==> config.mk <==
export PLATFORM = sky130hd
export DESIGN_NAME = sim_presence_control
export DESIGN_NICKNAME = d
export VERILOG_FILES = /design/src/hw/sim_presence_pkg.sv /design/src/hw/sim_presence_control.sv /design/src/hw/card_clock_gen.sv
export SDC_FILE = /design/constraint.sdc
export NUM_CORES = 1
export LEC_CHECK = 0
export BUFFER_PORTS_ARGS = -buffer_cell sky130_fd_sc_hd__buf_2
export CAP_MARGIN = 0
export CORE_MARGIN = 2
export CORE_UTILIZATION = 63
export CTS_BUF_LIST = sky130_fd_sc_hd__clkbuf_4
export CTS_CLUSTER_SIZE = 14
export DETAILED_ROUTE_END_ITERATION = 8
export GPL_TIMING_DRIVEN = 0
export PLACE_DENSITY = 0.82
export REMOVE_ABC_BUFFERS = 1
export SETUP_SLACK_MARGIN = 0.02
export SYNTH_ARGS = -nofsm -noshare
export SYNTH_HDL_FRONTEND = slang
export SYNTH_SLANG_ARGS = --single-unit
==> constraint.sdc <==
create_clock -name ref_clk -period 3.75 [get_ports ref_clk]
set_input_delay 1.125 -clock ref_clk [delete_from_list [all_inputs] [get_ports ref_clk]]
set_output_delay 1.125 -clock ref_clk [all_outputs]
set_load 0.05 [all_outputs]
==> src/hw/sim_presence_pkg.sv <==
`default_nettype none
package sim_presence_pkg;

    // ************************************************************
    // clock and timing
    // ************************************************************
    localparam int unsigned CLK_HZ               = 10_000_000;
    localparam int unsigned STARTUP_LIMIT_MS     = 1000;
    localparam int unsigned STARTUP_LIMIT_CYCLES =
        CLK_HZ / 1000 * STARTUP_LIMIT_MS;
    localparam int unsigned RETRY_INTERVAL_MS    = 500;
    localparam int unsigned RETRY_CYCLES         =
        CLK_HZ / 1000 * RETRY_INTERVAL_MS;
    localparam int unsigned POWER_SETTLE_US      = 10;
    localparam int unsigned POWER_SETTLE_CYCLES  =
        CLK_HZ / 1_000_000 * POWER_SETTLE_US;
    localparam int unsigned RESET_HOLD_CLOCKS    = 400;
    localparam int unsigned ATR_WAIT_CLOCKS      = 40000;
    localparam int unsigned SETTLE_CYCLES        = 3;

    // ************************************************************
    // widths and codes
    // ************************************************************
    localparam int unsigned TMR_W    = 24;
    localparam int unsigned DIV_W    = 4;
    localparam int unsigned RATE_W   = 2;
    localparam logic [DIV_W-1:0] DIV_ONE = 4'h1;
    localparam logic SLOT_ONBOARD = 1'b0;
    localparam logic SLOT_HOST    = 1'b1;

    typedef enum logic [6:0] {
        st_boot      = 7'h01,
        st_power     = 7'h02,
        st_reset     = 7'h04,
        st_atr       = 7'h08,
        st_active    = 7'h10,
        st_idle      = 7'h20,
        st_emergency = 7'h40
    } state_type;

endpackage
`default_nettype wire

==> src/hw/sim_presence_control.sv <==
// Contract
// - only one of two card slots active
// - tray withdrawn: shut card interface down immediately
// - first init attempt finished within one second
// - high at start: track tray, low means none
// - no tray: retry periodically, resume when high
// - low at start: still attempt initialization
// - low mode loss: emergency only until restart
// - selectable card clock rate, device drives reset
// - shared io line driven only on own turn
`default_nettype none
module sim_presence_control #(
    parameter int unsigned STARTUP_LIMIT =
        sim_presence_pkg::STARTUP_LIMIT_CYCLES,
    parameter int unsigned RETRY_WAIT    = sim_presence_pkg::RETRY_CYCLES,
    parameter int unsigned ATR_WAIT      = sim_presence_pkg::ATR_WAIT_CLOCKS
) (
    input  wire logic                                ref_clk,
    input  wire logic                                rst_n,
    input  wire logic                                card_tray_detect,
    input  wire logic                                slot_select,
    input  wire logic [sim_presence_pkg::RATE_W-1:0] clock_rate_sel,
    input  wire logic                                tx_turn,
    input  wire logic                                tx_bit,
    input  wire logic                                card_no_response,
    input  wire logic                                card_io_in_a,
    input  wire logic                                card_io_in_b,
    output logic                                     card_supply_a,
    output logic                                     card_supply_b,
    output logic                                     card_clock_a,
    output logic                                     card_clock_b,
    output logic                                     card_reset_n_a,
    output logic                                     card_reset_n_b,
    output logic                                     card_io_out_a,
    output logic                                     card_io_out_b,
    output logic                                     card_io_oe_a,
    output logic                                     card_io_oe_b,
    output logic                                     rx_bit,
    output logic                                     card_ready,
    output logic                                     emergency_only,
    output logic                                     start_tray_high,
    output logic                                     init_done
);
    localparam int unsigned W = sim_presence_pkg::TMR_W;

    function automatic logic [1:0] slot_mask(input logic s);
        slot_mask = (s == sim_presence_pkg::SLOT_HOST) ? 2'h2 : 2'h1;
    endfunction

    // ************************************************************
    // input synchronisers
    // ************************************************************
    logic       tray_meta, tray_sync, tray_prev;
    logic [1:0] io_meta, io_sync;
    logic       next_tray_meta, next_tray_sync, next_tray_prev;
    logic [1:0] next_io_meta, next_io_sync;

    always_comb begin
        next_tray_meta = card_tray_detect;
        next_tray_sync = tray_meta;
        next_tray_prev = tray_sync;
        next_io_meta   = {card_io_in_b, card_io_in_a};
        next_io_sync   = io_meta;
    end

    always_ff @(posedge ref_clk or negedge rst_n) begin
        if (!rst_n) begin
            tray_meta <= 1'b0;
            tray_sync <= 1'b0;
            tray_prev <= 1'b0;
            io_meta   <= 2'h3;
            io_sync   <= 2'h3;
        end else begin
            tray_meta <= next_tray_meta;
            tray_sync <= next_tray_sync;
            tray_prev <= next_tray_prev;
            io_meta   <= next_io_meta;
            io_sync   <= next_io_sync;
        end
    end

    // ************************************************************
    // card clock divider
    // ************************************************************
    sim_presence_pkg::state_type state, next_state;
    logic clk_level, clk_rise, clk_run;

    assign clk_run = (state == sim_presence_pkg::st_reset)
                  || (state == sim_presence_pkg::st_atr)
                  || (state == sim_presence_pkg::st_active);

    card_clock_gen u_clk (
        .ref_clk  (ref_clk),
        .rst_n    (rst_n),
        .run      (clk_run),
        .rate_sel (clock_rate_sel),
        .card_clk (clk_level),
        .rise     (clk_rise)
    );

    // ************************************************************
    // session control
    // ************************************************************
    logic [W-1:0] tmr, next_tmr, boot_cnt, next_boot_cnt;
    logic         mode_high, next_mode_high;
    logic         slot, next_slot;
    logic         done, next_done;
    logic         powered, withdrawn, deadline, fail, slot_io;

    assign powered   = clk_run || (state == sim_presence_pkg::st_power);
    assign withdrawn = powered
                    && ((mode_high && !tray_sync)
                     || (tray_prev && !tray_sync));
    assign deadline  = !done && (boot_cnt == W'(STARTUP_LIMIT - 1));
    assign slot_io   = io_sync[slot];

    always_comb begin
        next_state     = state;
        next_tmr       = tmr;
        next_mode_high = mode_high;
        next_slot      = slot;
        next_done      = done;
        next_boot_cnt  = boot_cnt;
        fail           = 1'b0;
        if (boot_cnt != W'(STARTUP_LIMIT))
            next_boot_cnt = boot_cnt + W'(1);
        case (state)
            sim_presence_pkg::st_boot: begin
                next_tmr = tmr + W'(1);
                if (tmr == W'(sim_presence_pkg::SETTLE_CYCLES - 1)) begin
                    next_mode_high = tray_sync;
                    next_slot      = slot_select;
                    next_tmr       = '0;
                    next_state     = sim_presence_pkg::st_power;
                end
            end
            sim_presence_pkg::st_power: begin
                next_tmr = tmr + W'(1);
                if (tmr == W'(sim_presence_pkg::POWER_SETTLE_CYCLES - 1))
                begin
                    next_tmr   = '0;
                    next_state = sim_presence_pkg::st_reset;
                end
            end
            sim_presence_pkg::st_reset: begin
                if (clk_rise) begin
                    next_tmr = tmr + W'(1);
                    if (tmr == W'(sim_presence_pkg::RESET_HOLD_CLOCKS - 1))
                    begin
                        next_tmr   = '0;
                        next_state = sim_presence_pkg::st_atr;
                    end
                end
            end
            sim_presence_pkg::st_atr: begin
                if (!slot_io) begin
                    next_done  = 1'b1;
                    next_state = sim_presence_pkg::st_active;
                end else if (clk_rise) begin
                    next_tmr = tmr + W'(1);
                    if (tmr == W'(ATR_WAIT - 1))
                        fail = 1'b1;
                end
            end
            sim_presence_pkg::st_active: begin
                if (card_no_response)
                    fail = 1'b1;
            end
            sim_presence_pkg::st_idle: begin
                next_tmr = tmr + W'(1);
                if (tmr == W'(RETRY_WAIT - 1)) begin
                    next_tmr = '0;
                    if (tray_sync)
                        next_state = sim_presence_pkg::st_power;
                end
            end
            sim_presence_pkg::st_emergency: begin
                next_state = sim_presence_pkg::st_emergency;
            end
            default: begin
                next_state = sim_presence_pkg::st_boot;
            end
        endcase
        if (withdrawn || (deadline && powered))
            fail = 1'b1;
        if (deadline)
            next_done = 1'b1;
        if (fail) begin
            next_done  = 1'b1;
            next_tmr   = '0;
            next_state = mode_high ? sim_presence_pkg::st_idle
                                   : sim_presence_pkg::st_emergency;
        end
    end

    always_ff @(posedge ref_clk or negedge rst_n) begin
        if (!rst_n) begin
            state     <= sim_presence_pkg::st_boot;
            tmr       <= '0;
            boot_cnt  <= '0;
            mode_high <= 1'b0;
            slot      <= sim_presence_pkg::SLOT_ONBOARD;
            done      <= 1'b0;
        end else begin
            state     <= next_state;
            tmr       <= next_tmr;
            boot_cnt  <= next_boot_cnt;
            mode_high <= next_mode_high;
            slot      <= next_slot;
            done      <= next_done;
        end
    end

    // ************************************************************
    // registered pin outputs
    // ************************************************************
    logic [1:0] sup, clk, rstn, oe, dout;
    logic [1:0] next_sup, next_clk, next_rstn, next_oe, next_dout;
    logic       next_rx, next_ready, next_emerg;

    always_comb begin
        next_sup  = powered ? slot_mask(slot) : 2'h0;
        next_clk  = (clk_run && clk_level) ? slot_mask(slot) : 2'h0;
        next_rstn = ((state == sim_presence_pkg::st_atr)
                  || (state == sim_presence_pkg::st_active))
                  ? slot_mask(slot) : 2'h0;
        next_oe   = ((state == sim_presence_pkg::st_active) && tx_turn)
                  ? slot_mask(slot) : 2'h0;
        next_dout  = {tx_bit, tx_bit};
        next_rx    = slot_io;
        next_ready = (state == sim_presence_pkg::st_active);
        next_emerg = (state == sim_presence_pkg::st_emergency);
    end

    always_ff @(posedge ref_clk or negedge rst_n) begin
        if (!rst_n) begin
            sup            <= 2'h0;
            clk            <= 2'h0;
            rstn           <= 2'h0;
            oe             <= 2'h0;
            dout           <= 2'h3;
            rx_bit         <= 1'b1;
            card_ready     <= 1'b0;
            emergency_only <= 1'b0;
        end else begin
            sup            <= next_sup;
            clk            <= next_clk;
            rstn           <= next_rstn;
            oe             <= next_oe;
            dout           <= next_dout;
            rx_bit         <= next_rx;
            card_ready     <= next_ready;
            emergency_only <= next_emerg;
        end
    end

    assign {card_supply_b, card_supply_a}   = sup;
    assign {card_clock_b, card_clock_a}     = clk;
    assign {card_reset_n_b, card_reset_n_a} = rstn;
    assign {card_io_oe_b, card_io_oe_a}     = oe;
    assign {card_io_out_b, card_io_out_a}   = dout;
    assign start_tray_high = mode_high;
    assign init_done       = done;
endmodule
`default_nettype wire

==> src/hw/card_clock_gen.sv <==
`default_nettype none
module card_clock_gen (
    input  wire logic                                  ref_clk,
    input  wire logic                                  rst_n,
    input  wire logic                                  run,
    input  wire logic [sim_presence_pkg::RATE_W-1:0]   rate_sel,
    output logic                                       card_clk,
    output logic                                       rise
);
    logic [sim_presence_pkg::DIV_W-1:0] cnt;
    logic [sim_presence_pkg::DIV_W-1:0] next_cnt;
    logic                               next_card_clk;
    logic [sim_presence_pkg::DIV_W-1:0] limit;

    // half period is 2**rate_sel reference cycles
    assign limit = (sim_presence_pkg::DIV_ONE << rate_sel)
                   - sim_presence_pkg::DIV_ONE;
    assign rise  = run && !card_clk && (cnt == limit);

    always_comb begin
        next_cnt      = cnt;
        next_card_clk = card_clk;
        if (!run) begin
            next_cnt      = '0;
            next_card_clk = 1'b0;
        end else if (cnt == limit) begin
            next_cnt      = '0;
            next_card_clk = !card_clk;
        end else begin
            next_cnt = cnt + sim_presence_pkg::DIV_ONE;
        end
    end

    always_ff @(posedge ref_clk or negedge rst_n) begin
        if (!rst_n) begin
            cnt      <= '0;
            card_clk <= 1'b0;
        end else begin
            cnt      <= next_cnt;
            card_clk <= next_card_clk;
        end
    end
endmodule
`default_nettype wire

==> out/metrics.csv, run 1 <==
metric,value,unit
status,completed,
drv_slew,0,
antenna_found_initial,0,
cts.clk_slew.worst_paths,0.15,ns
root_buffer,clkbuf_4,
rsz0062_at_grt,no,
setup_ws,0.3705,ns
synthTopCellsByArea,"dfrtp_1 (42%), nand2_1 (4.5%), dfstp_2 (4.1%)",
fin_nets,500,
async_flop_share,1.000,
globalRouteOverflowTotal,0,
io_pins,26,
cts_buffers,9,
finalCritPeriodShare,0.9012,
critPathLaunchType,primary input,
vias_per_cell,6.297,
fin_skew,0.01682,ns
hold_class,reg2reg,
synth.largest_area_cell,dfrtp_1,
dieArea,7740,um2
synth-edff-count,0,
cts_max_path_buffers,2,
routed-wl-met3,470,um
place_ws,-0.07803,ns
grt_pass1_wl,16990,um
ant_nets,0,
period_minus_slack,3.380,ns
multi_input_area,2231,um2
drc_errors,0,
grt_pass1_vias,3563,
wl_met2,4714,um
worstSetupPathType,in2reg,
coreArea,6794,um2
firstDrtPassIters,7,
synth_seq_cells,82,
drive_above_1_share,0.1411,
num_rows,30,
synth_area_per_cell,9.494,um2
p_leak,1.990,nW
p_per_area,304.0,nW/um2
grt_max_degree,67,
dpl.hpwl,7000,um
die_y,87.98,um
arrival,3.73,ns
wl_met1,4456,um
ys_seq_area_frac,0.4638,
r2r_setup_slack,0.43,ns
place_congestion,0.8999,
die_w,87.98,um
regArea,2061,um2
portBuffers,25,
netlist.area_leader.share,0.4224,
synthFlopType,dfrtp_1,
start_util,0.6540,
synth_area,4443,um2
yosys_warnings,0,
n_antenna_cell,0,
synthDistinctLibCells,64,
cts_htree_levels,3,
syn_inst,468,
finalSetupViolations,0,
routed.top_layer,met4,
fmax,0.2959,GHz
max_slew_margin,0.2791,
hold_viol,0,
routed-via-count,3684,
cts_setup_buffers,0,
routed_wirelength,9837,um
area_growth,7.125,%
cp_data_required_time,4.10,ns
cts_tree,done,
clkLatencyLatePin,0.44,ns
post-route-util,0.7006,
end_kind,register,
grt_util_all_layers,0.2814,
fillers,543,
power,1.447,mW
clock-sinks,82,
critPathMaxFanout,11,
tightest_slew,1.077,ns
vdd.ir_drop.worst,0.2905,mV
instances_no_fill,585,
drt_iter0_markers,330,
avgRoutedWirePerCell,16.82,um
placed_cells,569,
max_cap_viol_count,0,
==> layout by cell type (no fill, tap or decap), types with 7 or more instances in the layout <==
| cell | n |
|---|---|
| or3_1 | 11 |
| nand4_1 | 7 |
| o21ai_0 | 7 |
| xor2_1 | 10 |
| nor4_1 | 8 |
| xnor2_1 | 17 |
| dfstp_2 | 7 |
| or4_1 | 11 |
| and3_1 | 11 |
| clkbuf_4 | 9 |
| nor3_1 | 15 |
| buf_2 | 24 |
| nor2_1 | 31 |
| a21oi_1 | 27 |
| dfrtp_1 | 75 |
| nand2_1 | 53 |
| nor4b_1 | 8 |
| nand3_1 | 31 |
| inv_1 | 13 |
| o22ai_1 | 7 |
| and4_1 | 7 |
==> synthesized netlist by cell type, types with 6 or more instances <==
cell type   n
nand4_1     7
and3_1     11
nor4b_1     8
nor4_1      8
xor2_1     10
inv_1      13
a21oi_1    27
mux2i_1     6
xnor2_1    17
o22ai_1     7
o21ai_0     8
nor2_1     31
and4_1      7
or3_1      11
nand3_1    31
dfstp_2     7
nand2_1    53
nor3_1     15
dfrtp_1    75
a31oi_1     6
clkbuf_1   12
or4_1      11
==> worst paths after layout <==
check                      depth (start not counted)              start           end
min                                                0         io_meta[0]    io_sync[0]
max                                                8  clock_rate_sel[1]       tmr[11]
min in group asynchronous                          1              rst_n  u_clk.cnt[2]
max in group asynchronous                          2              rst_n      state[0]
min reg2reg                                        0         io_meta[0]    io_sync[0]
max reg2reg                                        6           state[2]       tmr[11]
==> through the flow <==
step / area (um2) / hold slack, ns / setup TNS [ns]
3_5_place_dp: 4614 / 0.3485 / -0.2503
6_report: 4760 / 0.3674 / 0
4_1_cts: 4751 / 0.3690 / 0
5_1_grt: 4760 / 0.3713 / 0
2_1_floorplan: 4332 / 0.3312 / 0
3_3_place_gp: 4577 / 0.3336 / -2.138
==> registers in the layout (all words and copies together) (netlist names), 2 cells and up <==
register,count
boot_cnt,24
clk,2
io_meta,2
io_sync,2
oe,2
rstn,2
state,7
sup,2
tmr,24
u_clk.cnt,4
==> final cells by class <==
class                   instances  share of cell area
clock buffers                   9             0.01420
clock inverters                 7             0.01446
inverters                      13             0.01025
multi-input cells             351              0.4687
flip-flops and latches         82              0.4330
well taps                      96             0.02524
repair buffers                 27             0.03417
==> metal layers <==
metal	vias up	global-route usage
li1	1766	-
met1	1783	0.3820
met2	118	0.4539
met3	17	0.04053
met4	0	0.1189
met5	-	0
==> logic make-up after synthesis <==
family          after synthesis  synth area share
xor+xnor                     27           0.05322
compound gates               90            0.1433
simple gates                220            0.2684
fa+ha+maj                     5           0.01408
mux                           9           0.02112
buf+inv                      35           0.03604
flops                        82            0.4638
==> critical path, stage by stage <==
cell and delay [ns]:
buf_2 0.12, nor4b_1 0.33, o31ai_1 0.16, a2111oi_0 0.56, o22ai_1 0.22, a21oi_1 0.57, nand2_2 0.31, o32ai_2 0.32
==> power breakdown <==
group          internal (mW)  total, mW  switching (mW)  leakage, nW
registers              0.892      0.894         0.00176         1.05
clock network          0.153      0.511           0.358       0.0682
logic                 0.0115     0.0416          0.0301        0.872
total                   1.06       1.45           0.390         1.99
==> repair_timing <==
item	in CTS	in global routing
gates resized for setup	0	1
setup endpoints to repair	0	1
hold buffers	0	0
Note: power is estimated with default switching activity, not from simulation.
==> inputs of run 2 (changes only) <==
Settings changed: GPL_TIMING_DRIVEN 0 to 1.
==> run 2 against run 1 <==
Effect of this change: combinational power down 8.9%; via count up 1.5%; sequential share of layout area about the same; utilization about the same; sequential cell count unchanged; clock power up 5.3%; clock-buffer cell count unchanged; global-route usage down 0.092 points; critical path depth down 1; worst setup slack better by 0.24 ns; register-to-register slack better by 0.18 ns; sequential power about the same; largest cell class unchanged.
==> out/metrics.csv, run 2 (synthesis results as in run 1) <==
metric,value,unit,change
status,completed,,unchanged
drt_iter0_markers,364,,was 330
dpl.hpwl,7132,um,was 7000 um
hold_viol,0,,unchanged
routed_wirelength,10110,um,was 9837 um
drive_above_1_share,0.1446,,was 0.1411
finalSetupViolations,0,,unchanged
ctsHoldBuffers,0,,unchanged
finalCritPeriodShare,0.8378,,was 0.9012
drc_errors,0,,unchanged
cp_top_family,simple AND/OR/NAND/NOR gates,,was compound AO/OA/AOI/OAI gates
num_rows,30,,unchanged
period_minus_slack,3.142,ns,was 3.380 ns
firstDrtPassIters,5,,was 7
placed_area,4609,um2,was 4614 um2
path_buf_inv,0,,was 1
mostFrequentLayoutCells,"dfrtp_1 (75), nand2_1 (53), nand3_1 (31), nor2_1 (31), a21oi_1 (27)",,unchanged
arrival,3.54,ns,was 3.73 ns
globalRouteOverflowTotal,0,,unchanged
vias_per_cell,6.368,,was 6.297
grt_util_all_layers,0.2805,,was 0.2814
area_growth,7.097,%,was 7.125%
top_regs,"boot_cnt: 24 flops, tmr: 24 flops, state: 7 flops",,unchanged
tightest_slew,1.036,ns,was 1.077 ns
drv_slew,0,,unchanged
design_area,4758,um2,was 4760 um2
start_util,0.6540,,unchanged
max_cap_viol_count,0,,unchanged
critPathMaxFanout,11,,unchanged
fmax,0.3183,GHz,was 0.2959 GHz
place_ws,0.1732,ns,was -0.07803 ns
portBuffers,25,,unchanged
vdd.ir_drop.worst,0.2091,mV,was 0.2905 mV
layout_commonest_cell,dfrtp_1,,unchanged
antenna_found_initial,0,,unchanged
cts_htree_levels,3,,unchanged
p_per_area,309.0,nW/um2,was 304.0 nW/um2
cts_tree,done,,unchanged
max_slew_margin,0.3066,,was 0.2791
root_buffer,clkbuf_4,,unchanged
n_antenna_cell,0,,unchanged
grt_pass1_vias,3493,,"was 3,563"
coreArea,6794,um2,unchanged
io_pins,26,,unchanged
die_w,87.98,um,unchanged
worstSetupPathType,reg2reg,,was in2reg
rsz0062_at_grt,no,,unchanged
dieArea,7740,um2,unchanged
critPathLaunchType,register,,was primary input
hold_class,reg2reg,,unchanged
critPathMostFrequentCell,or4_1,,
fin_nets,502,,was 500
p_leak,2.002,nW,was 1.990 nW
cp_data_required_time,4.15,ns,was 4.10 ns
cp_cell_sequence,"or4_1, or4_1, o21ai_0, o21ai_1, nor4b_1, mux2i_1, a21oi_1",,"was buf_2, nor4b_1, o31ai_1, a2111oi_0, o22ai_1, a21oi_1, nand2_2, o32ai_2"
setup_ws,0.6082,ns,was 0.3705 ns
cts_buffers,9,,unchanged
routed-via-count,3738,,"was 3,684"
slowest_stage,or4_1,,was a21oi_1
clkLatencyLatePin,0.45,ns,was 0.44 ns
cts_max_path_buffers,2,,unchanged
critPathMaxStageDelay,0.59,ns,was 0.57 ns
post-route-util,0.7004,,was 0.7006
avgRoutedWirePerCell,17.22,um,was 16.82 um
finalSetupTns,0,ns,unchanged
power,1.470,mW,was 1.447 mW
grt_pass1_wl,16880,um,"was 16,990 um"
ant_nets,0,,unchanged
grt_max_degree,83,,was 67
fin_skew,0.01724,ns,was 0.01682 ns
clock-sinks,82,,unchanged
die_y,87.98,um,unchanged
end_kind,register,,unchanged
cts_setup_buffers,0,,unchanged
cts.clk_slew.worst_paths,0.16,ns,was 0.15 ns
place_congestion,0.9771,,was 0.8999
cts_resized,0,,unchanged
[run 2: final timing paths]
check | cells past startpoint | end | slack, ns | startpoint
max | 7 | tmr[20] | 0.61 | state[2]
min | 0 | io_sync[0] | 0.37 | io_meta[0]
max reg2reg | 7 | tmr[20] | 0.61 | state[2]
min reg2reg | 0 | io_sync[0] | 0.37 | io_meta[0]
max in group asynchronous | 1 | tmr[11] | 2.30 | rst_n
min in group asynchronous | 1 | tmr[20] | 0.81 | rst_n
[run 2: cell type report]
| cell class | count | area, um2 |
|---|---|---|
| fill | 533 | 2036 |
| multi-input combinational | 351 | 2222 |
| sequential | 82 | 2061 |
| inverter | 13 | 48.80 |
| tap | 96 | 120.1 |
| clock inverter | 7 | 81.33 |
| clock buffer | 9 | 67.56 |
| timing repair buffer | 29 | 157.7 |
[run 2: stage by stage]
step	cells	hold slack, ns
floorplan	446	0.3312
global placement	571	0.3340
detailed placement	571	0.3484
CTS	587	0.3699
global route	587	0.3769
finish	587	0.3699
[run 2: power by group]
| group | switching (mW) | leakage [nW] | total (mW) | internal (mW) |
|---|---|---|---|---|
| Combinational | 0.0295 | 0.872 | 0.0379 | 0.00839 |
| Clock | 0.376 | 0.0805 | 0.538 | 0.163 |
| Sequential | 0.00196 | 1.05 | 0.894 | 0.892 |
| Total | 0.407 | 2.00 | 1.47 | 1.06 |
[run 2: per-layer routing]
metal  global-route usage  vias to the layer above  part of all wire  wire length [um]
met2               0.4504                      115              0.48              4877
met1               0.3947                     1838              0.46              4624
met4              0.09371                        0             0.013               128
li1                     -                     1770                 -                 -
met3              0.03959                       15             0.047               478
met5                    0                        -                 0                 0
